==> src/verilog/branch_decode_pkg.sv <==
// Opcodes, special register addresses, reset values and carrier types for the branch and bit decoder
package branch_decode_pkg;

  // Carry boolean operations
  localparam logic [7:0] OP_AND_BIT_CARRY     = 8'h82;
  localparam logic [7:0] OP_AND_NBIT_CARRY    = 8'hB0;
  localparam logic [7:0] OP_OR_BIT_CARRY      = 8'h72;
  localparam logic [7:0] OP_OR_NBIT_CARRY     = 8'hA0;
  localparam logic [7:0] OP_MOVE_BIT_TO_CARRY = 8'hA2;
  localparam logic [7:0] OP_MOVE_CARRY_TO_BIT = 8'h92;
  // Conditional jumps
  localparam logic [7:0] OP_JUMP_IF_CARRY_SET   = 8'h40;
  localparam logic [7:0] OP_JUMP_IF_CARRY_CLEAR = 8'h50;
  localparam logic [7:0] OP_JUMP_IF_BIT_SET     = 8'h20;
  localparam logic [7:0] OP_JUMP_IF_BIT_CLEAR   = 8'h30;
  localparam logic [7:0] OP_JUMP_AND_CLEAR_BIT  = 8'h10;
  localparam logic [7:0] OP_JUMP_IF_ACC_ZERO    = 8'h60;
  localparam logic [7:0] OP_JUMP_IF_ACC_NONZERO = 8'h70;
  localparam logic [7:0] OP_COMPARE_ACC_DIRECT  = 8'hB5;
  localparam logic [7:0] OP_COMPARE_ACC_IMM     = 8'hB4;
  localparam logic [7:0] OP_COMPARE_INDIRECT    = 8'hB6;
  localparam logic [7:0] OP_COMPARE_BANK_REG    = 8'hB8;
  localparam logic [7:0] OP_DECREMENT_BANK_REG  = 8'hD8;
  localparam logic [7:0] OP_DECREMENT_DIRECT    = 8'hD5;
  // Unconditional branches and calls, the pointer load and the no-operations; the page forms match on the low five bits
  localparam logic [4:0] OP_ABSOLUTE_CALL_LOW = 5'h11;
  localparam logic [4:0] OP_ABSOLUTE_JUMP_LOW = 5'h01;
  localparam logic [7:0] OP_LONG_CALL         = 8'h12;
  localparam logic [7:0] OP_LONG_JUMP         = 8'h02;
  localparam logic [7:0] OP_SHORT_JUMP        = 8'h80;
  localparam logic [7:0] OP_INDIRECT_JUMP     = 8'h73;
  localparam logic [7:0] OP_LOAD_POINTER_IMM  = 8'h90;
  localparam logic [7:0] OP_NO_OPERATION      = 8'h00;
  localparam logic [7:0] OP_UNUSED            = 8'hA5;

  // Special register space
  localparam logic [7:0] ADDR_POINTER_LOW  = 8'h82;
  localparam logic [7:0] ADDR_POINTER_HIGH = 8'h83;
  localparam logic [7:0] RST_POINTER_LOW   = 8'h00;
  localparam logic [7:0] RST_POINTER_HIGH  = 8'h00;
  localparam logic [7:0] RST_CARRY_BYTE    = 8'h00;
  localparam logic [15:0] RST_PROG_COUNTER = 16'h0000;
  localparam logic [7:0] BIT_AREA_BASE     = 8'h20;
  localparam logic [7:0] FULL_MASK         = 8'hFF;

  typedef enum logic [1:0] {
    CY1 = 2'b00,
    CY2 = 2'b01,
    CY3 = 2'b11,
    CY4 = 2'b10
  } cycle_t;

  // One request toward internal data RAM or the special register space
  typedef struct packed {
    logic [7:0] addr;
    logic       special;
    logic       rd;
    logic       wr;
    logic [7:0] wdata;
    logic [7:0] wmask;
  } data_req_t;

  typedef struct packed {
    cycle_t     cyc;
    logic [15:0] pc;
    logic [7:0]  op;
    logic [7:0]  b2;
    logic [7:0]  b3;
    logic [7:0]  val;
    logic [7:0]  data_pointer_low_byte;
    logic [7:0]  data_pointer_high_byte;
    logic        carry;
    logic        pend_v;
    logic [7:0]  pend_op;
    logic [2:0]  pend_idx;
    data_req_t   req;
    logic        start;
    logic        foreign;
    logic        sp_adv;
    logic [7:0]  special_rdata;
  } core_state_t;

endpackage

==> src/verilog/operand_locator.sv <==
// Maps a bit address and a bank register number onto data memory byte addresses
`timescale 1ns/1ps
`default_nettype none
module operand_locator
  import branch_decode_pkg::*;
(
  input  wire logic [7:0] bit_addr,
  input  wire logic [1:0] bank_sel,
  input  wire logic [2:0] reg_sel,
  output logic      [7:0] byte_addr,
  output logic            special,
  output logic      [7:0] mask,
  output logic      [7:0] reg_addr
);

  always_comb begin
    if (bit_addr[7]) begin
      byte_addr = {bit_addr[7:3], 3'b000}; // [RL13]
      special   = 1'b1;
    end else begin
      byte_addr = BIT_AREA_BASE + {4'h0, bit_addr[6:3]};
      special   = 1'b0;
    end
    mask     = 8'h01 << bit_addr[2:0];
    reg_addr = {3'b000, bank_sel, reg_sel}; // [RL10] [RL21]
  end

endmodule // operand_locator
`default_nettype wire

==> src/verilog/branch_decode.sv <==
// Decode and execution timing for carry bit operations, branches, calls and the data pointer
//
// Behaviour
// RL1 - Carry and/or/move bit operations: two bytes, two cycles.
// RL2 - Jump on carry set or clear: two bytes, two or three cycles.
// RL3 - Jump on direct bit set or clear: three bytes, three or four cycles.
// RL4 - Jump-and-clear branches on a set bit and clears it; three or four cycles.
// RL5 - Long call: three bytes, four cycles.
// RL6 - Jump on accumulator zero or nonzero: two bytes, two or three cycles.
// RL7 - Compare accumulator with direct or immediate, branch if unequal; three or four.
// RL8 - Decrement bank register, branch if nonzero; two or three cycles.
// RL9 - Decrement direct byte, branch if nonzero; three or four cycles.
// RL10 - Register operands are registers 0 to 7 of the selected bank.
// RL11 - Indirect operands use register 0 or 1 as data address.
// RL12 - Relative offset is signed 8-bit, added to next instruction address.
// RL13 - Direct addresses below 0x80 are RAM, 0x80 and above special registers.
// RL14 - Page call and jump target stays in the 2 kB page.
// RL15 - Long call and jump take a full 16-bit target.
// RL16 - The unused opcode behaves as a no-operation.
// RL17 - Immediates are 8-bit, except the 16-bit data pointer load.
// RL18 - Software writes reserved bits with their documented value.
// RL19 - Data pointer low byte at 0x82, read/write, resets to zero.
// RL20 - Data pointer high byte at 0x83, read/write, resets to zero.
// RL21 - Bank select 00 picks lowest bank, 11 the highest.
// RL22 - Indirect jump goes to accumulator plus data pointer.
`timescale 1ns/1ps
`default_nettype none
module branch_decode
  import branch_decode_pkg::*;
(
  input  wire logic        REF_CLK,
  input  wire logic        NRST,
  output logic      [15:0] CODE_ADDR,
  input  wire logic [7:0]  CODE_DATA,
  output data_req_t        DATA_REQ,
  input  wire logic [7:0]  DATA_RDATA,
  input  wire logic [7:0]  ACC,
  input  wire logic [1:0]  BANK_SEL,
  input  wire logic [7:0]  STACK_PTR,
  output logic             SP_ADV,
  output logic             CARRY,
  output logic      [15:0] DATA_POINTER,
  output logic             INSTR_START,
  output logic             FOREIGN_OP,
  input  wire logic [7:0]  SPECIAL_ADDR,
  input  wire logic        SPECIAL_WR,
  input  wire logic [7:0]  SPECIAL_WDATA,
  output logic      [7:0]  SPECIAL_RDATA
);

  core_state_t s_r;
  core_state_t s_nxt;
  logic [7:0]  rdv;
  logic [7:0]  loc_in;
  logic [7:0]  loc_byte;
  logic        loc_special;
  logic [7:0]  loc_mask;
  logic [7:0]  loc_reg;
  logic [2:0]  reg_sel;
  logic [7:0]  rel_byte;
  logic [15:0] rel_tgt;

  function automatic logic is_known(input logic [7:0] op);
    is_known = (op == OP_AND_BIT_CARRY) || (op == OP_AND_NBIT_CARRY) || (op == OP_OR_BIT_CARRY) ||
               (op == OP_OR_NBIT_CARRY) || (op == OP_MOVE_BIT_TO_CARRY) || (op == OP_MOVE_CARRY_TO_BIT) ||
               (op == OP_JUMP_IF_CARRY_SET) || (op == OP_JUMP_IF_CARRY_CLEAR) || (op == OP_JUMP_IF_BIT_SET) ||
               (op == OP_JUMP_IF_BIT_CLEAR) || (op == OP_JUMP_AND_CLEAR_BIT) || (op == OP_JUMP_IF_ACC_ZERO) ||
               (op == OP_JUMP_IF_ACC_NONZERO) || (op == OP_COMPARE_ACC_DIRECT) || (op == OP_COMPARE_ACC_IMM) ||
               (op[7:1] == OP_COMPARE_INDIRECT[7:1]) || (op[7:3] == OP_COMPARE_BANK_REG[7:3]) ||
               (op[7:3] == OP_DECREMENT_BANK_REG[7:3]) || (op == OP_DECREMENT_DIRECT) ||
               (op[4:0] == OP_ABSOLUTE_CALL_LOW) || (op[4:0] == OP_ABSOLUTE_JUMP_LOW) ||
               (op == OP_LONG_CALL) || (op == OP_LONG_JUMP) || (op == OP_SHORT_JUMP) ||
               (op == OP_INDIRECT_JUMP) || (op == OP_LOAD_POINTER_IMM);
  endfunction

  function automatic logic is_carry_bit_op(input logic [7:0] op);
    is_carry_bit_op = (op == OP_AND_BIT_CARRY) || (op == OP_AND_NBIT_CARRY) || (op == OP_OR_BIT_CARRY) ||
                      (op == OP_OR_NBIT_CARRY) || (op == OP_MOVE_BIT_TO_CARRY);
  endfunction

  function automatic logic is_short_rel(input logic [7:0] op);
    is_short_rel = (op == OP_JUMP_IF_CARRY_SET) || (op == OP_JUMP_IF_CARRY_CLEAR) ||
                   (op == OP_JUMP_IF_ACC_ZERO) || (op == OP_JUMP_IF_ACC_NONZERO) ||
                   (op == OP_SHORT_JUMP) || (op[7:3] == OP_DECREMENT_BANK_REG[7:3]);
  endfunction

  // Bit or register operand location
  assign loc_in  = (s_r.cyc == CY2) ? CODE_DATA : s_r.b2;
  assign reg_sel = (CODE_DATA[7:1] == OP_COMPARE_INDIRECT[7:1]) ? {2'b00, CODE_DATA[0]} : CODE_DATA[2:0]; // [RL11]

  operand_locator u_locator (
    .bit_addr  (loc_in),
    .bank_sel  (BANK_SEL),
    .reg_sel   (reg_sel),
    .byte_addr (loc_byte),
    .special   (loc_special),
    .mask      (loc_mask),
    .reg_addr  (loc_reg)
  );

  // Read data of the previous request; the data pointer answers its own addresses
  always_comb begin
    if (s_r.req.special && s_r.req.addr == ADDR_POINTER_LOW) begin
      rdv = s_r.data_pointer_low_byte;
    end else if (s_r.req.special && s_r.req.addr == ADDR_POINTER_HIGH) begin
      rdv = s_r.data_pointer_high_byte;
    end else begin
      rdv = DATA_RDATA;
    end
  end

  assign rel_byte = (s_r.cyc == CY4) ? s_r.b3 : s_r.b2;
  assign rel_tgt  = s_r.pc + {{8{rel_byte[7]}}, rel_byte}; // [RL12]

  always_comb begin
    logic [15:0] ret;
    logic [7:0]  dec;
    logic [7:0]  lhs;
    logic [7:0]  rhs;
    logic        bitv;
    logic        taken;
    ret   = 16'h0000;
    dec   = 8'h00;
    lhs   = 8'h00;
    rhs   = 8'h00;
    bitv  = 1'b0;
    taken = 1'b0;
    s_nxt = s_r;
    s_nxt.req.rd  = 1'b0;
    s_nxt.req.wr  = 1'b0;
    s_nxt.start   = 1'b0;
    s_nxt.foreign = 1'b0;
    s_nxt.sp_adv  = 1'b0;
    // Register port: pointer bytes answer, other addresses read zero
    if (SPECIAL_ADDR == ADDR_POINTER_LOW) begin
      s_nxt.special_rdata = s_r.data_pointer_low_byte; // [RL19]
    end else if (SPECIAL_ADDR == ADDR_POINTER_HIGH) begin
      s_nxt.special_rdata = s_r.data_pointer_high_byte; // [RL20]
    end else begin
      s_nxt.special_rdata = 8'h00;
    end
    if (SPECIAL_WR && SPECIAL_ADDR == ADDR_POINTER_LOW) begin
      s_nxt.data_pointer_low_byte = SPECIAL_WDATA; // [RL19]
    end
    if (SPECIAL_WR && SPECIAL_ADDR == ADDR_POINTER_HIGH) begin
      s_nxt.data_pointer_high_byte = SPECIAL_WDATA; // [RL20]
    end
    // Finish a carry bit operation while the next opcode is fetched
    if (s_r.pend_v) begin
      s_nxt.pend_v = 1'b0;
      bitv = rdv[s_r.pend_idx];
      if (s_r.pend_op == OP_AND_BIT_CARRY) begin
        s_nxt.carry = s_r.carry & bitv; // [RL1]
      end else if (s_r.pend_op == OP_AND_NBIT_CARRY) begin
        s_nxt.carry = s_r.carry & ~bitv;
      end else if (s_r.pend_op == OP_OR_BIT_CARRY) begin
        s_nxt.carry = s_r.carry | bitv;
      end else if (s_r.pend_op == OP_OR_NBIT_CARRY) begin
        s_nxt.carry = s_r.carry | ~bitv;
      end else begin
        s_nxt.carry = bitv;
      end
    end
    unique case (s_r.cyc)
      CY1: begin
        s_nxt.op    = CODE_DATA;
        s_nxt.pc    = s_r.pc + 16'h0001;
        s_nxt.start = 1'b1;
        s_nxt.cyc   = CY2;
        if (CODE_DATA == OP_NO_OPERATION || CODE_DATA == OP_UNUSED) begin
          s_nxt.cyc = CY1; // [RL16]
        end else if (!is_known(CODE_DATA)) begin
          s_nxt.cyc     = CY1;
          s_nxt.foreign = 1'b1;
        end else if (CODE_DATA[7:3] == OP_DECREMENT_BANK_REG[7:3] || CODE_DATA[7:3] == OP_COMPARE_BANK_REG[7:3] ||
                     CODE_DATA[7:1] == OP_COMPARE_INDIRECT[7:1]) begin
          s_nxt.req = '{addr: loc_reg, special: 1'b0, rd: 1'b1, wr: 1'b0, wdata: 8'h00, wmask: 8'h00}; // [RL10]
        end else if (CODE_DATA[4:0] == OP_ABSOLUTE_CALL_LOW || CODE_DATA == OP_LONG_CALL) begin
          ret = (CODE_DATA == OP_LONG_CALL) ? s_r.pc + 16'h0003 : s_r.pc + 16'h0002;
          s_nxt.req = '{addr: STACK_PTR + 8'h01, special: 1'b0, rd: 1'b0, wr: 1'b1, wdata: ret[7:0],
                        wmask: FULL_MASK};
        end
      end
      CY2: begin
        s_nxt.b2  = CODE_DATA;
        s_nxt.pc  = s_r.pc + 16'h0001;
        s_nxt.cyc = CY3;
        if (is_carry_bit_op(s_r.op)) begin
          s_nxt.req = '{addr: loc_byte, special: loc_special, rd: 1'b1, wr: 1'b0, wdata: 8'h00, wmask: 8'h00};
          s_nxt.pend_v   = 1'b1;
          s_nxt.pend_op  = s_r.op;
          s_nxt.pend_idx = CODE_DATA[2:0];
          s_nxt.cyc      = CY1; // [RL1]
        end else if (s_r.op == OP_MOVE_CARRY_TO_BIT) begin
          s_nxt.req = '{addr: loc_byte, special: loc_special, rd: 1'b0, wr: 1'b1, wdata: {8{s_r.carry}},
                        wmask: loc_mask};
          s_nxt.cyc = CY1; // [RL1]
        end else if (s_r.op == OP_JUMP_IF_CARRY_SET || s_r.op == OP_JUMP_IF_CARRY_CLEAR) begin
          taken = (s_r.op == OP_JUMP_IF_CARRY_SET) ? s_r.carry : ~s_r.carry;
          s_nxt.cyc = taken ? CY3 : CY1; // [RL2]
        end else if (s_r.op == OP_JUMP_IF_ACC_ZERO || s_r.op == OP_JUMP_IF_ACC_NONZERO) begin
          taken = (s_r.op == OP_JUMP_IF_ACC_ZERO) ? (ACC == 8'h00) : (ACC != 8'h00);
          s_nxt.cyc = taken ? CY3 : CY1; // [RL6]
        end else if (s_r.op[7:3] == OP_DECREMENT_BANK_REG[7:3]) begin
          dec = rdv - 8'h01;
          s_nxt.req = '{addr: s_r.req.addr, special: 1'b0, rd: 1'b0, wr: 1'b1, wdata: dec, wmask: FULL_MASK};
          s_nxt.cyc = (dec != 8'h00) ? CY3 : CY1; // [RL8]
        end else if (s_r.op == OP_INDIRECT_JUMP) begin
          s_nxt.pc = s_r.pc;
          s_nxt.b2 = s_r.b2;
        end else if (s_r.op[4:0] == OP_ABSOLUTE_CALL_LOW || s_r.op == OP_LONG_CALL) begin
          ret = (s_r.op == OP_LONG_CALL) ? s_r.pc + 16'h0002 : s_r.pc + 16'h0001;
          s_nxt.req = '{addr: STACK_PTR + 8'h02, special: 1'b0, rd: 1'b0, wr: 1'b1, wdata: ret[15:8],
                        wmask: FULL_MASK};
          s_nxt.sp_adv = 1'b1;
        end else if (s_r.op == OP_JUMP_IF_BIT_SET || s_r.op == OP_JUMP_IF_BIT_CLEAR ||
                     s_r.op == OP_JUMP_AND_CLEAR_BIT) begin
          s_nxt.req = '{addr: loc_byte, special: loc_special, rd: 1'b1, wr: 1'b0, wdata: 8'h00, wmask: 8'h00};
        end else if (s_r.op == OP_DECREMENT_DIRECT || s_r.op == OP_COMPARE_ACC_DIRECT) begin
          s_nxt.req = '{addr: CODE_DATA, special: CODE_DATA[7], rd: 1'b1, wr: 1'b0, wdata: 8'h00,
                        wmask: 8'h00}; // [RL13]
        end else if (s_r.op[7:1] == OP_COMPARE_INDIRECT[7:1]) begin
          s_nxt.req = '{addr: rdv, special: 1'b0, rd: 1'b1, wr: 1'b0, wdata: 8'h00, wmask: 8'h00}; // [RL11]
        end else if (s_r.op[7:3] == OP_COMPARE_BANK_REG[7:3]) begin
          s_nxt.val = rdv;
        end
      end
      CY3: begin
        if (is_short_rel(s_r.op)) begin
          s_nxt.pc  = rel_tgt; // [RL12]
          s_nxt.cyc = CY1;
        end else if (s_r.op[4:0] == OP_ABSOLUTE_CALL_LOW || s_r.op[4:0] == OP_ABSOLUTE_JUMP_LOW) begin
          s_nxt.pc  = {s_r.pc[15:11], s_r.op[7:5], s_r.b2}; // [RL14]
          s_nxt.cyc = CY1;
        end else if (s_r.op == OP_INDIRECT_JUMP) begin
          s_nxt.pc  = {s_r.data_pointer_high_byte, s_r.data_pointer_low_byte} + {8'h00, ACC}; // [RL22]
          s_nxt.cyc = CY1;
        end else begin
          s_nxt.b3 = CODE_DATA;
          s_nxt.pc = s_r.pc + 16'h0001;
          if (s_r.op == OP_JUMP_IF_BIT_SET || s_r.op == OP_JUMP_IF_BIT_CLEAR ||
              s_r.op == OP_JUMP_AND_CLEAR_BIT) begin
            bitv  = rdv[s_r.b2[2:0]];
            taken = (s_r.op == OP_JUMP_IF_BIT_CLEAR) ? ~bitv : bitv; // [RL3]
            if (s_r.op == OP_JUMP_AND_CLEAR_BIT && bitv) begin
              s_nxt.req = '{addr: s_r.req.addr, special: s_r.req.special, rd: 1'b0, wr: 1'b1, wdata: 8'h00,
                            wmask: loc_mask}; // [RL4]
            end
          end else if (s_r.op == OP_DECREMENT_DIRECT) begin
            dec   = rdv - 8'h01;
            taken = (dec != 8'h00); // [RL9]
            s_nxt.req = '{addr: s_r.req.addr, special: s_r.req.special, rd: 1'b0, wr: 1'b1, wdata: dec,
                          wmask: FULL_MASK};
          end else if (s_r.op == OP_LONG_JUMP || s_r.op == OP_LONG_CALL) begin
            taken = 1'b1; // [RL5]
          end else if (s_r.op == OP_LOAD_POINTER_IMM) begin
            s_nxt.data_pointer_high_byte = s_r.b2; // [RL17]
            s_nxt.data_pointer_low_byte = CODE_DATA;
          end else begin
            lhs = (s_r.op[7:3] == OP_COMPARE_BANK_REG[7:3]) ? s_r.val :
                  (s_r.op[7:1] == OP_COMPARE_INDIRECT[7:1]) ? rdv : ACC;
            rhs = (s_r.op == OP_COMPARE_ACC_DIRECT) ? rdv : s_r.b2; // [RL17]
            s_nxt.carry = (lhs < rhs);
            taken = (lhs != rhs); // [RL7]
          end
          s_nxt.cyc = taken ? CY4 : CY1;
        end
      end
      CY4: begin
        if (s_r.op == OP_LONG_JUMP || s_r.op == OP_LONG_CALL) begin
          s_nxt.pc = {s_r.b2, s_r.b3}; // [RL15]
        end else begin
          s_nxt.pc = rel_tgt; // [RL12]
        end
        s_nxt.cyc = CY1;
      end
    endcase
    // Data writes to the pointer bytes land in the pointer, not on the port
    if (s_nxt.req.wr && s_nxt.req.special && s_nxt.req.addr == ADDR_POINTER_LOW) begin
      s_nxt.data_pointer_low_byte    = s_nxt.req.wdata; // [RL19]
      s_nxt.req.wr = 1'b0;
    end else if (s_nxt.req.wr && s_nxt.req.special && s_nxt.req.addr == ADDR_POINTER_HIGH) begin
      s_nxt.data_pointer_high_byte    = s_nxt.req.wdata; // [RL20]
      s_nxt.req.wr = 1'b0;
    end
  end

  always_ff @(posedge REF_CLK) begin
    if (!NRST) begin
      s_r       <= '0;
      s_r.cyc   <= CY1;
      s_r.pc    <= RST_PROG_COUNTER;
      s_r.data_pointer_low_byte   <= RST_POINTER_LOW;
      s_r.data_pointer_high_byte   <= RST_POINTER_HIGH;
      s_r.carry <= RST_CARRY_BYTE[0];
    end else begin
      s_r <= s_nxt;
    end
  end

  assign CODE_ADDR     = s_r.pc;
  assign DATA_REQ      = s_r.req;
  assign SP_ADV        = s_r.sp_adv;
  assign CARRY         = s_r.carry;
  assign DATA_POINTER  = {s_r.data_pointer_high_byte, s_r.data_pointer_low_byte};
  assign INSTR_START   = s_r.start;
  assign FOREIGN_OP    = s_r.foreign;
  assign SPECIAL_RDATA = s_r.special_rdata;

  AST_BIT_CARRY_TWO: assert property (@(posedge REF_CLK) disable iff (!NRST) // [RL1]
    s_r.start && is_carry_bit_op(s_r.op) |=> !s_r.start ##1 s_r.start)
    else $error("carry bit operation not two cycles");
  AST_CARRY_JUMP_TAKEN: assert property (@(posedge REF_CLK) disable iff (!NRST) // [RL2]
    s_r.start && s_r.op == OP_JUMP_IF_CARRY_SET && s_r.carry |=> (!s_r.start)[*2] ##1 s_r.start)
    else $error("taken carry jump not three cycles");
  AST_BIT_JUMP_NOT_TAKEN: assert property (@(posedge REF_CLK) disable iff (!NRST) // [RL3]
    s_r.cyc == CY3 && s_r.op == OP_JUMP_IF_BIT_SET && !rdv[s_r.b2[2:0]] |=> s_r.cyc == CY1 ##1 s_r.start)
    else $error("untaken bit jump not three cycles");
  AST_CLEAR_BIT_WRITE: assert property (@(posedge REF_CLK) disable iff (!NRST) // [RL4]
    s_r.cyc == CY3 && s_r.op == OP_JUMP_AND_CLEAR_BIT && rdv[s_r.b2[2:0]] && !s_r.req.special
    |=> s_r.req.wr && s_r.req.wdata == 8'h00 && s_r.req.addr == $past(s_r.req.addr) && s_r.cyc == CY4)
    else $error("jump and clear did not clear its bit");
  AST_LONG_CALL_FOUR: assert property (@(posedge REF_CLK) disable iff (!NRST) // [RL5]
    s_r.start && s_r.op == OP_LONG_CALL |=> (!s_r.start)[*3] ##1 s_r.start)
    else $error("long call not four cycles");
  AST_DECREMENT_REG: assert property (@(posedge REF_CLK) disable iff (!NRST) // [RL8]
    s_r.cyc == CY2 && s_r.op[7:3] == OP_DECREMENT_BANK_REG[7:3] && rdv == 8'h01
    |=> s_r.req.wr && s_r.req.wdata == 8'h00 ##1 s_r.start)
    else $error("decrement to zero branched or skipped write");
  AST_BANK_ADDRESS: assert property (@(posedge REF_CLK) disable iff (!NRST) // [RL10]
    s_r.cyc == CY1 && CODE_DATA[7:3] == OP_DECREMENT_BANK_REG[7:3]
    |=> s_r.req.rd && s_r.req.addr == {3'b000, $past(BANK_SEL), $past(CODE_DATA[2:0])})
    else $error("bank register address wrong");
  AST_SHORT_JUMP_TARGET: assert property (@(posedge REF_CLK) disable iff (!NRST) // [RL12]
    s_r.cyc == CY3 && s_r.op == OP_SHORT_JUMP |=> s_r.pc == $past(rel_tgt) && s_r.cyc == CY1)
    else $error("short jump target wrong");
  AST_PAGE_JUMP: assert property (@(posedge REF_CLK) disable iff (!NRST) // [RL14]
    s_r.cyc == CY3 && s_r.op[4:0] == OP_ABSOLUTE_JUMP_LOW
    |=> s_r.pc == {$past(s_r.pc[15:11]), $past(s_r.op[7:5]), $past(s_r.b2)})
    else $error("page jump left its page");
  AST_UNUSED_OPCODE: assert property (@(posedge REF_CLK) disable iff (!NRST) // [RL16]
    s_r.cyc == CY1 && CODE_DATA == OP_UNUSED |=> s_r.start && !s_r.req.wr && !s_r.req.rd && s_r.cyc == CY1)
    else $error("unused opcode did more than nothing");
  AST_POINTER_RESET: assert property (@(posedge REF_CLK) // [RL19]
    !NRST |=> DATA_POINTER == 16'h0000)
    else $error("data pointer not zero after reset");
  AST_INDIRECT_JUMP: assert property (@(posedge REF_CLK) disable iff (!NRST) // [RL22]
    s_r.cyc == CY3 && s_r.op == OP_INDIRECT_JUMP |=> s_r.pc == $past(DATA_POINTER) + {8'h00, $past(ACC)})
    else $error("indirect jump target wrong");

  COV_TAKEN_COMPARE: cover property (@(posedge REF_CLK) disable iff (!NRST)
    s_r.cyc == CY4 && s_r.op == OP_COMPARE_ACC_IMM);
  COV_DECREMENT_DIRECT_LOOP: cover property (@(posedge REF_CLK) disable iff (!NRST)
    s_r.cyc == CY4 && s_r.op == OP_DECREMENT_DIRECT);
  COV_LONG_CALL: cover property (@(posedge REF_CLK) disable iff (!NRST)
    s_r.sp_adv && s_r.op == OP_LONG_CALL);
  COV_POINTER_WRITE: cover property (@(posedge REF_CLK) disable iff (!NRST)
    SPECIAL_WR && SPECIAL_ADDR == ADDR_POINTER_HIGH);

endmodule // branch_decode
`default_nettype wire

==> config.mk <==
export PLATFORM = sky130hd
export DESIGN_NAME = branch_decode
export DESIGN_NICKNAME = d
export VERILOG_FILES = /design/src/verilog/branch_decode_pkg.sv /design/src/verilog/operand_locator.sv /design/src/verilog/branch_decode.sv
export SDC_FILE = /design/constraint.sdc
export NUM_CORES = 1
export LEC_CHECK = 0
export BUFFER_PORTS_ARGS = -buffer_cell sky130_fd_sc_hd__buf_4
export CORE_UTILIZATION = 50
export DETAILED_ROUTE_END_ITERATION = 7
export PLACE_DENSITY = 0.67
export SYNTH_ARGS = -nofsm -noshare
export SYNTH_HDL_FRONTEND = slang
export SYNTH_SLANG_ARGS = --single-unit
==> constraint.sdc <==
create_clock -name REF_CLK -period 4.55 [get_ports REF_CLK]
set_input_delay 0.2275 -clock REF_CLK [delete_from_list [all_inputs] [get_ports REF_CLK]]
set_output_delay 0.2275 -clock REF_CLK [all_outputs]
set_load 0.03 [all_outputs]
### After elaboration in Yosys (flattened, before gate mapping)

Cells that the tools add are included.

* divide/modulo/power cells: 0
* shifts and indexed selects: 1
* bitwise operators: 22
* multiplexer cells: 103
* add/subtract/negate cells: 9
* $lt $le $gt $ge: 3
* $mul: 0
* reduce and logical (&&, ||, !) cells: 68
* equal/unequal tests: 81

Operators by type and width (number)
* $mux 27: 14
* $eq 8x8->1 const B: 29
* $mux 17: 13
* $mux 8: 22
* $mux 16: 9
* $eq 8x7->1 const B: 13
* $pmux 27 s3: 1
* $pmux 18 s4: 1
* $mux 18: 3
* $logic_or 1x1->1: 45
* $eq 8x5->1 const B: 4
* $eq 8x6->1 const B: 4
* $eq 5x5->1 const B: 6
* $mux 1: 24
* $mux 12: 2
* $mux 2: 11
* $not 1->1: 18
* $add 16x1->16 const B: 1
* $add 16x16->16: 1
* $add 16x2->16 const B: 1
* $add 16x8->16: 1
* $add 8x2->8 const B: 2
* $eq 8x2->1 const B: 2
* $logic_not 8->1: 2
* other kinds (32): 58

* memories kept: 0
* memory bits (writable): 0
* memory bits (read-only): 0
* input port bits: 53
* latch bits: 0
* bits in registers: 117
* word-level logic and storage cells: 310

### Longest topological paths before layout

Gate-level depths: netlist of run 1.

* depth after elaboration: 33
* gate-level depth with buffers: 18

### Cells and area by module

From an unflattened synthesis of run 1, not the netlist that was laid out.

* cells, all modules: 1506
* area, all modules: 11168.2 um^2

Modules (own cells, without submodules)
* branch_decode: cells an instance 1480, area an instance 10965.5 um^2, times used 1, sequential area each 2342.2 um^2
* operand_locator: cells an instance 26, area an instance 202.7 um^2, times used 1, sequential area each 0.0 um^2

### Least setup slack after synthesis of run 1

Ideal clock, no wire load.

* path kind: register to register
* start: reg s_r[116] (netlist bit)
* end: reg s_r, in the netlist CODE_ADDR[12]
* setup time: 0.091 ns
* path slack: 0.635 ns
* path buffers: 2
* arrival: 3.824 ns
* cell stages (with the launch flop): 19
* cell sequence: dfxtp_1 > clkbuf_1 > inv_1 > nor2_1 > clkbuf_1 > nand2_1 > o21ai_0 > ha_1 > inv_1 > fa_1 > nor2b_1 > o21ai_0 > a21boi_0 > o21ai_0 > a2111oi_0 > o21ai_0 > xor2_1 > or4_1 > a311oi_1

* cells in the longest elaborated chain, start to end: 5

RTL lines
* start: declaration: RTL line branch_decode.sv:51 `core_state_t s_r;`
* start signal: assignment: RTL line branch_decode.sv:297 `s_r <= s_nxt;`
* $eq 2x2->1: RTL line branch_decode.sv:112, branch_decode.sv:164
* $mux 8: RTL line branch_decode.sv:112 `assign rel_byte = (s_r.cyc == CY4) ? s_r.b3 : s_r.b2;`
* $add 16x16->16: RTL line branch_decode.sv:113 `assign rel_tgt = s_r.pc + {{8{rel_byte[7]}}, rel_byte};`
* $mux 16 / $mux 18 (equally long branches): RTL line branch_decode.sv:270, branch_decode.sv:229
* $pmux 18 s4: RTL line branch_decode.sv:164 `unique case (s_r.cyc)`

Parallel ways exist; a longest one is shown, timed or not.
A chain may end at the register's enable or synchronous reset.

### Worst setup path after layout of run 1

* start: reg s_r[97] (netlist bit)
* end: reg s_r, in the netlist DATA_POINTER[14]

* cells in the longest elaborated chain, start to end: 16

RTL lines
* $eq 7x7->1 (tied with other cells): RTL line branch_decode.sv:222 `end else if (s_r.op[7:1] == OP_COMPARE_INDIRECT[7:1]) begin`
* $mux 27 (tied with other cells): RTL line branch_decode.sv:222
* $mux 27 / $logic_or 1x1->1 (equally long branches): RTL line branch_decode.sv:219, branch_decode.sv:216, branch_decode.sv:241
* $mux 27: RTL line branch_decode.sv:216 `end else if (s_r.op == OP_JUMP_IF_BIT_SET || s_r.op == OP_JUMP_IF_BIT_CLEAR ||`
* $mux 27: RTL line branch_decode.sv:211 `end else if (s_r.op[4:0] == OP_ABSOLUTE_CALL_LOW || s_r.op == OP_LONG_CALL) begin`
* $mux 27: RTL line branch_decode.sv:208 `end else if (s_r.op == OP_INDIRECT_JUMP) begin`
* $mux 27: RTL line branch_decode.sv:204 `end else if (s_r.op[7:3] == OP_DECREMENT_BANK_REG[7:3]) begin`
* $mux 27: RTL line branch_decode.sv:201 `end else if (s_r.op == OP_JUMP_IF_ACC_ZERO || s_r.op == OP_JUMP_IF_ACC_NONZERO) begin`
* $mux 27: RTL line branch_decode.sv:198 `end else if (s_r.op == OP_JUMP_IF_CARRY_SET || s_r.op == OP_JUMP_IF_CARRY_CLEAR) begin`
* $mux 27: RTL line branch_decode.sv:194 `end else if (s_r.op == OP_MOVE_CARRY_TO_BIT) begin`
* $mux 27: RTL line branch_decode.sv:188 `if (is_carry_bit_op(s_r.op)) begin`
* $pmux 27 s3: RTL line branch_decode.sv:164
* $eq 8x8->1 / $logic_and 1x1->1 (equally long branches): RTL line branch_decode.sv:282, branch_decode.sv:279
* $logic_and 1x1->1: RTL line branch_decode.sv:282 `end else if (s_nxt.req.wr && s_nxt.req.special && s_nxt.req.addr == ADDR_POINTER_HIGH) begin`
* $mux 8: RTL line branch_decode.sv:282
* $mux 8 (*): RTL line branch_decode.sv:279 `if (s_nxt.req.wr && s_nxt.req.special && s_nxt.req.addr == ADDR_POINTER_LOW) begin`

Mark *: on every way between the ends. The rest lies on a longest branch, timed or not. The select of a mux whose other input is x is not followed.

==> results of run 1 <==
[flip-flops by register name (all words and copies together) (netlist names)]
signal         count
s_r               46
SP_ADV             1
DATA_POINTER      16
INSTR_START        1
SPECIAL_RDATA      8
FOREIGN_OP         1
CARRY              1
DATA_REQ          27
CODE_ADDR         16
[routing by layer]
layer	track usage (%)	vias up	wire length [um]
met5	0	-	0
met4	18.6	0	2120
met3	9.05	130	4810
met2	57.8	690	18700
met1	53.5	5540	18800
li1	-	5442	-
[cell families (layout without fill, tap and decap cells)]
family,count (synthesis),count (layout),synth area share [%]
AOI/OAI and AO/OA,437,437,26.0
xor gates and xnor gates,75,75,6.14
adders and majority gates,41,41,4.83
buffers and inverters,212,258,9.87
DFF,117,117,21.4
muxes,86,86,8.23
and+or+nand+nor,520,520,23.5
[cell type report]
cell class | instances | area [um2] | area share [%]
multi-input cells | 1159 | 7530 | 61.3
flip-flops and latches | 117 | 2340 | 19.1
repair buffers | 184 | 1380 | 11.2
clock buffers | 17 | 425 | 3.46
well taps | 275 | 344 | 2.80
inverters | 42 | 158 | 1.28
clock inverters | 15 | 110 | 0.896
[worst max-delay path, stage by stage (launching register included)]
cell      delay [ns]
dfxtp_1         0.77
nand3_1         0.17
nor2_1          0.92
nor3_1          0.14
o2bb2a_1        0.34
o221ai_1        0.22
o21ai_0         0.16
or4_4           0.48
or4b_4          0.67
mux2i_1         0.15
[synthesized netlist by cell type (6+ instances only)]
cell type  count  area share [%]
inv_1         41             1.4
or3_1          8            0.46
xor2_1        30             2.4
o21bai_1       7            0.48
nor2b_1        8            0.46
xnor2_1       44             3.5
and3_1        15            0.86
nand2_1      164             5.6
o211ai_1      29             2.0
a31oi_1       22             1.3
a21o_1         7            0.48
nor2_1       147             5.0
a22oi_1        9            0.62
o22ai_1       12            0.69
o31ai_1        8            0.55
nand3b_1       7            0.48
o221ai_1      16             1.3
mux2_2         8            0.82
and2_1        11            0.63
nand2b_1       8            0.46
ha_1          39             4.5
nor3_1        39             1.8
mux2i_1       76             7.0
nand4_1       13            0.74
a211oi_1      17             1.2
clkbuf_1      84             2.9
a221oi_1      18             1.4
nand3_1       35             1.6
nor4_1        16            0.92
buf_2         10            0.46
a21oi_1      125             5.7
o21ai_0       98             4.5
or2_2          6            0.34
dfxtp_1      117              21
buf_4         68             4.7
nor3b_1        9            0.62
[placed cells by master, fill, tap and decap left out, drive strengths merged, types with 9 or more instances in the layout]
master    n
inv      44
o22ai    12
nand3    35
o221ai   16
o211ai   29
and2     11
nor2    148
dfxtp   117
xor2     30
a31oi    22
nand2   164
xnor2    44
o21ai   100
mux2i    76
a21oi   125
and3     15
clkbuf   17
a211oi   17
nand4    13
a221oi   18
nor3b     9
nor3     39
buf     184
nor4     20
ha       39
a22oi     9
[how the worst max path moves through the flow]
stage,startpoint,to,slack (ns)
final,s_r[97],DATA_POINTER[14],0.37
after global routing,s_r[97],DATA_POINTER[14],0.18
after CTS,s_r[97],DATA_POINTER[14],0.48
after detailed placement,s_r[97],DATA_POINTER[14],0.50
after global placement,s_r[97],DATA_POINTER[14],0.50
after floorplan,s_r[116],CODE_ADDR[12],0.64
[where the power goes]
part	switching (mW)	leakage, nW	internal, mW	total, mW
clock network	0.563	0.251	0.697	1.26
registers	0.0759	0.947	1.06	1.13
logic	0.555	3.85	0.298	0.853
total	1.19	5.05	2.05	3.25
[per-stage QoR]
| step | std cells | setup slack [ns] | hold slack [ns] | cell area (um2) | utilization, % |
|---|---|---|---|---|---|
| global placement | 1777 | 0.500 | 0.462 | 11800 | 55.4 |
| CTS | 1809 | 0.484 | 0.174 | 12300 | 57.9 |
| floorplan | 1488 | 0.635 | 0.449 | 10900 | - |
| finish | 1809 | 0.366 | 0.182 | 12300 | 57.9 |
| detailed placement | 1777 | 0.497 | 0.469 | 11800 | 55.4 |
| global route | 1809 | 0.182 | 0.179 | 12300 | 57.9 |
==> run_results.csv, run 1 <==
group,metric,value,unit
logic_synthesis,synth-seq-cells,117,
detailed_routing,ant_nets,0,
run,maxCapViolations,0,
sta,finalCritPeriodShare,92.0,%
die,initial_core_util,51.5,%
die,fp.coreArea,21200,um2
logic_synthesis,ys_seq_area_share,21.4,%
place,portBuffers,123,
place,gp_congestion,0.985,
min_path,hp-class,"in2reg",
cells_and_area,antenna_cells,0,
critical_path,setup.worst_path.start_class,"flip-flop",
sta,max_freq,239,MHz
global_route,grt_pass1_vias,10800,
logic_synthesis,yosysWarnings,0,
clock_network,cts_htree_levels,4,
clock_network,clk_pin_slew,0.06,ns
min_path,holdPathEnd,"s_r[92]",
logic_synthesis,avgSynthCellArea,7.35,um2
sta,rsz0062_at_grt,"false",
critical_path,worstPathArrival,4.47,ns
clock_network,insertion_delay,0.43,ns
min_path,min_from,"CODE_DATA[1]",
logic_synthesis,synthDistinctLibCells,89,
cells_and_area,nets,1615,
logic_synthesis,synthCells,1488,
pwr,p_total,3.25,mW
sta,slew_violations,0,
sta,setup_violations,0,
min_path,holdPathStages,3,
logic_synthesis,synth_area,10900,um2
die,io_pins,124,
sta,slew_headroom,19.5,%
detailed_routing,vias,11800,
critical_path,worst-setup-path-type,"reg2reg",
sta,finalSetupTns,0,ns
die,dieArea,22500,um2
detailed_routing,routed_via_density,6.52,
logic_synthesis,synth-edff-count,0,
clock_network,numCtsBuffers,17,
place,dp_hpwl,32400,um
critical_path,worstReg2RegEnd,"DATA_POINTER[14]",
global_route,grtUsageTotal,39.2,%
pwr,power_density,264,nW/um2
detailed_routing,drt_wl_total,44400,um
global_route,grt_pass1_wl,65500,um
detailed_routing,post-route-drc-count,0,
global_route,grt_max_degree,56,
critical_path,r2r_setup_slack,0.37,ns
global_route,antenna_found_initial,0,
die,die_h,150,um
pwr,leakage,5.05,nW
clock_network,clock-sinks,117,
clock_network,post_cts_buffers,0,
clock_network,ctsResizeCount,0,
critical_path,end_kind,"flip-flop",
clock_network,clock_path_buffers,2,
cells_and_area,area_delta_synth_final,12.4,%
global_route,grt_overflow,0,
sta,tightestPinTransition,1.18,ns
critical_path,required,4.83,ns
clock_network,cts_tree,"done",
logic_synthesis,async_reset_ff_share,0,%
die,num_rows,53,
cells_and_area,drive_above_1_share,16.7,%
sta,finalHoldViolations,0,
status,status,"completed",
logic_synthesis,synth_flop_cell,"dfxtp_1",
critical_path,r2r-start,"s_r[97]",
detailed_routing,first_iter_violations,1326,
clock_network,root_buffer,"clkbuf_16",
pwr,ir_drop,0.207,mV
detailed_routing,drt_first_pass_iters,6,
logic_synthesis,synth_fp_nets,1582,
sta,finClkSkew,0.0140,ns
cells_and_area,fillers,2059,
sta,post-route-min-period,4.18,ns
clock_network,cts_hold_buf,0,
critical_path,rr_worst_depth,9,
critical_path,critPathMaxFanout,16,
detailed_routing,detail_route.wl_per_cell,24.5,um
die,die_w,150,um
No activity file was read; power rests on OpenSTA's default activity.
==> run 2, diff against run 1 <==
--- a/config.mk
+++ b/config.mk
@@ -5,6 +5,7 @@
 export SDC_FILE = /design/constraint.sdc
 export NUM_CORES = 1
 export LEC_CHECK = 0
+export ABC_AREA = 1
 export BUFFER_PORTS_ARGS = -buffer_cell sky130_fd_sc_hd__buf_4
 export CORE_UTILIZATION = 50
 export DETAILED_ROUTE_END_ITERATION = 7
==> run 2 against run 1 <==
The run now ends with design-rule violations left; final cell count grew 24%; critical path depth rose by 6; fmax is 15% higher; largest power group unchanged.
==> run_results.csv, run 2 <==
group,metric,value,unit
global_route,grt_pass1_vias,12200,
logic_synthesis,yosysWarnings,0,
pwr,leakage,6.06,nW
detailed_routing,ant_nets,0,
die,dieArea,23600,um2
status,failed_checks,"design-rule violations",
pwr,ir_drop,0.195,mV
place,portBuffers,123,
logic_synthesis,synth-seq-cells,117,
cells_and_area,largest_reg_flops,46,
min_path,holdPathEnd,"s_r[84]",
critical_path,crit_top_cell,"a21oi_1",
sta,timing.hold.ws,0.174,ns
detailed_routing,first_iter_violations,1783,
cells_and_area,area_delta_synth_final,11.1,%
critical_path,r2r-start,"s_r[115]",
critical_path,rr_worst_depth,15,
global_route,grtUsageTotal,41.7,%
critical_path,worstPathArrival,3.98,ns
clock_network,clock-sinks,117,
critical_path,crit_path_start,"s_r[115]",
sta,fin_ws,0.920,ns
detailed_routing,drt_wl_total,49600,um
sta,slew_violations,0,
logic_synthesis,synth-edff-count,0,
clock_network,root_buffer,"clkbuf_16",
min_path,holdPathStages,3,
critical_path,critPathMaxFanout,21,
min_path,min_from,"CODE_DATA[1]",
logic_synthesis,ys_seq_area_share,20.3,%
place,dp_slack,1.00,ns
detailed_routing,vias,13600,
critical_path,crit_buf_inv,2,
detailed_routing,drt_first_pass_iters,8,
detailed_routing,post-route-drc-count,19,
clock_network,numCtsBuffers,17,
logic_synthesis,synth_most_common_cell,"nand2_1",
logic_synthesis,synthDistinctLibCells,56,
pwr,power_density,291,nW/um2
sta,rsz0062_at_grt,"false",
logic_synthesis,synth_area,11500,um2
cells_and_area,drive_above_1_share,13.1,%
sta,finalCritPeriodShare,79.8,%
sta,finalSetupTns,0,ns
critical_path,critPathMaxStageDelay,0.97,ns
global_route,grt_max_degree,70,
sta,post-route-min-period,3.63,ns
sta,finalHoldViolations,0,
detailed_routing,routed_via_density,6.06,
cells_and_area,final_cell_mix,"485 x nand2_1, 219 x inv_1, 165 x nor2_1, 163 x o21ai_0, 150 x buf_4",
run,maxCapViolations,0,
clock_network,cts_hold_buf,0,
place,gp_congestion,1.02,
sta,finClkSkew,0.0140,ns
cells_and_area,layout_commonest_cell,"nand2_1",
die,initial_core_util,50.8,%
critical_path,r2r_setup_slack,0.92,ns
cells_and_area,nets,2047,
logic_synthesis,synth_flop_cell,"dfxtp_1",
pwr,p_total,3.73,mW
status,status,"finished with violations",
global_route,antenna_found_initial,0,
die,io_pins,124,
die,die_h,154,um
clock_network,ctsResizeCount,0,
logic_synthesis,synth_fp_nets,2012,
clock_network,post_cts_buffers,0,
sta,setup_violations,0,
logic_synthesis,synth_top_area_cell,"dfxtp_1",
global_route,grt_overflow,0,
critical_path,end_kind,"flip-flop",
place,dp_hpwl,38700,um
cells_and_area,antenna_cells,0,
logic_synthesis,synth_area_leaders,"dfxtp_1 20%, nand2_1 16%, inv_1 7.1%",
clock_network,cts_tree,"done",
logic_synthesis,synthCells,1918,
critical_path,crit_slowest_cell,"o21ai_0",
detailed_routing,detail_route.wl_per_cell,22.0,um
die,num_rows,55,
logic_synthesis,synth_top_area_share,20.3,%
critical_path,setup.worst_path.start_class,"flip-flop",
die,die_w,154,um
sta,max_freq,275,MHz
critical_path,worst-setup-path-type,"reg2reg",
clock_network,clk_pin_slew,0.07,ns
logic_synthesis,avgSynthCellArea,6.00,um2
cells_and_area,regMostFlops,"s_r",
critical_path,cp_top_family,"compound AO/OA/AOI/OAI gates",
clock_network,clock_path_buffers,2,
logic_synthesis,async_reset_ff_share,0,%
critical_path,cp_cell_sequence,"nor2_2, buf_4, o21ai_0, ha_1, a21oi_1, nor2_1, a211oi_1, nand3_1, a21oi_1, o21bai_1, xor2_1, o211ai_1, nand3b_1, nand2_1, inv_1",
cells_and_area,fin_cells,2251,
critical_path,required,4.90,ns
critical_path,worstReg2RegEnd,"CODE_ADDR[14]",
logic_synthesis,synthTopCellsByCount,"485 x nand2_1, 219 x inv_1, 166 x nor2_1, 163 x o21ai_0, 141 x nand3_1",
sta,tightestPinTransition,1.23,ns
clock_network,cts_htree_levels,4,
die,fp.coreArea,22600,um2
min_path,hp-class,"in2reg",
clock_network,insertion_delay,0.44,ns
global_route,grt_pass1_wl,73900,um
place,dp.cells,2219,
sta,slew_headroom,16.9,%
-- run 2: report_power, final --
group	switching, mW	internal (mW)	total (mW)
Sequential	0.0820	1.07	1.15
Combinational	0.756	0.316	1.07
Clock	0.581	0.923	1.50
Total	1.42	2.31	3.73
-- run 2: kinds of logic (layout without fill, tap and decap cells) --
kind of cell / after synthesis / count (layout) / share of synthesized area [%]
flops: 117 / 117 / 20.3
simple gates: 907 / 907 / 34.7
compound gates: 425 / 425 / 21.1
xor+xnor: 54 / 54 / 4.11
fa+ha+maj: 41 / 41 / 4.59
buf+inv: 374 / 422 / 15.1
-- run 2: final cells by class --
cell class | instances | area [um2]
clock inverter | 14 | 201
timing repair buffer | 150 | 1130
clock buffer | 18 | 429
inverter | 240 | 906
fill | 2305 | 9850
multi-input combinational | 1427 | 7430
tap | 285 | 357
sequential | 117 | 2340
-- run 2: how the worst max path moves through the flow --
stage,slack [ns],endpoint,depth (start not counted)
after global placement,1.13,CODE_ADDR[14],15
after floorplan,0.74,CODE_ADDR[6],21
after detailed placement,1.0,CODE_ADDR[14],15
after global routing,0.62,CODE_ADDR[14],17
after CTS,0.99,CODE_ADDR[14],15
final,0.92,CODE_ADDR[14],15
-- run 2: layer usage --
metal	routed length [um]	up-vias	global-route usage, %	share of wire (%)
li1	-	6368	-	-
met1	20200	6213	56.6	41
met2	20600	909	62.2	42
met3	6540	155	10.3	13
met4	2250	0	18.6	4.5
met5	0	-	0	0
-- run 2: per-stage QoR --
stage / utilization, % / area (um2)
2_1_floorplan: - / 11500
3_3_place_gp: 53.7 / 12200
3_5_place_dp: 53.7 / 12200
4_1_cts: 56.5 / 12800
5_1_grt: 56.5 / 12800
6_report: 56.5 / 12800
-- run 2: worst min-delay path: stages --
cell     delay, ns
buf_4         0.15
o21ai_0       0.09
a21oi_1       0.10
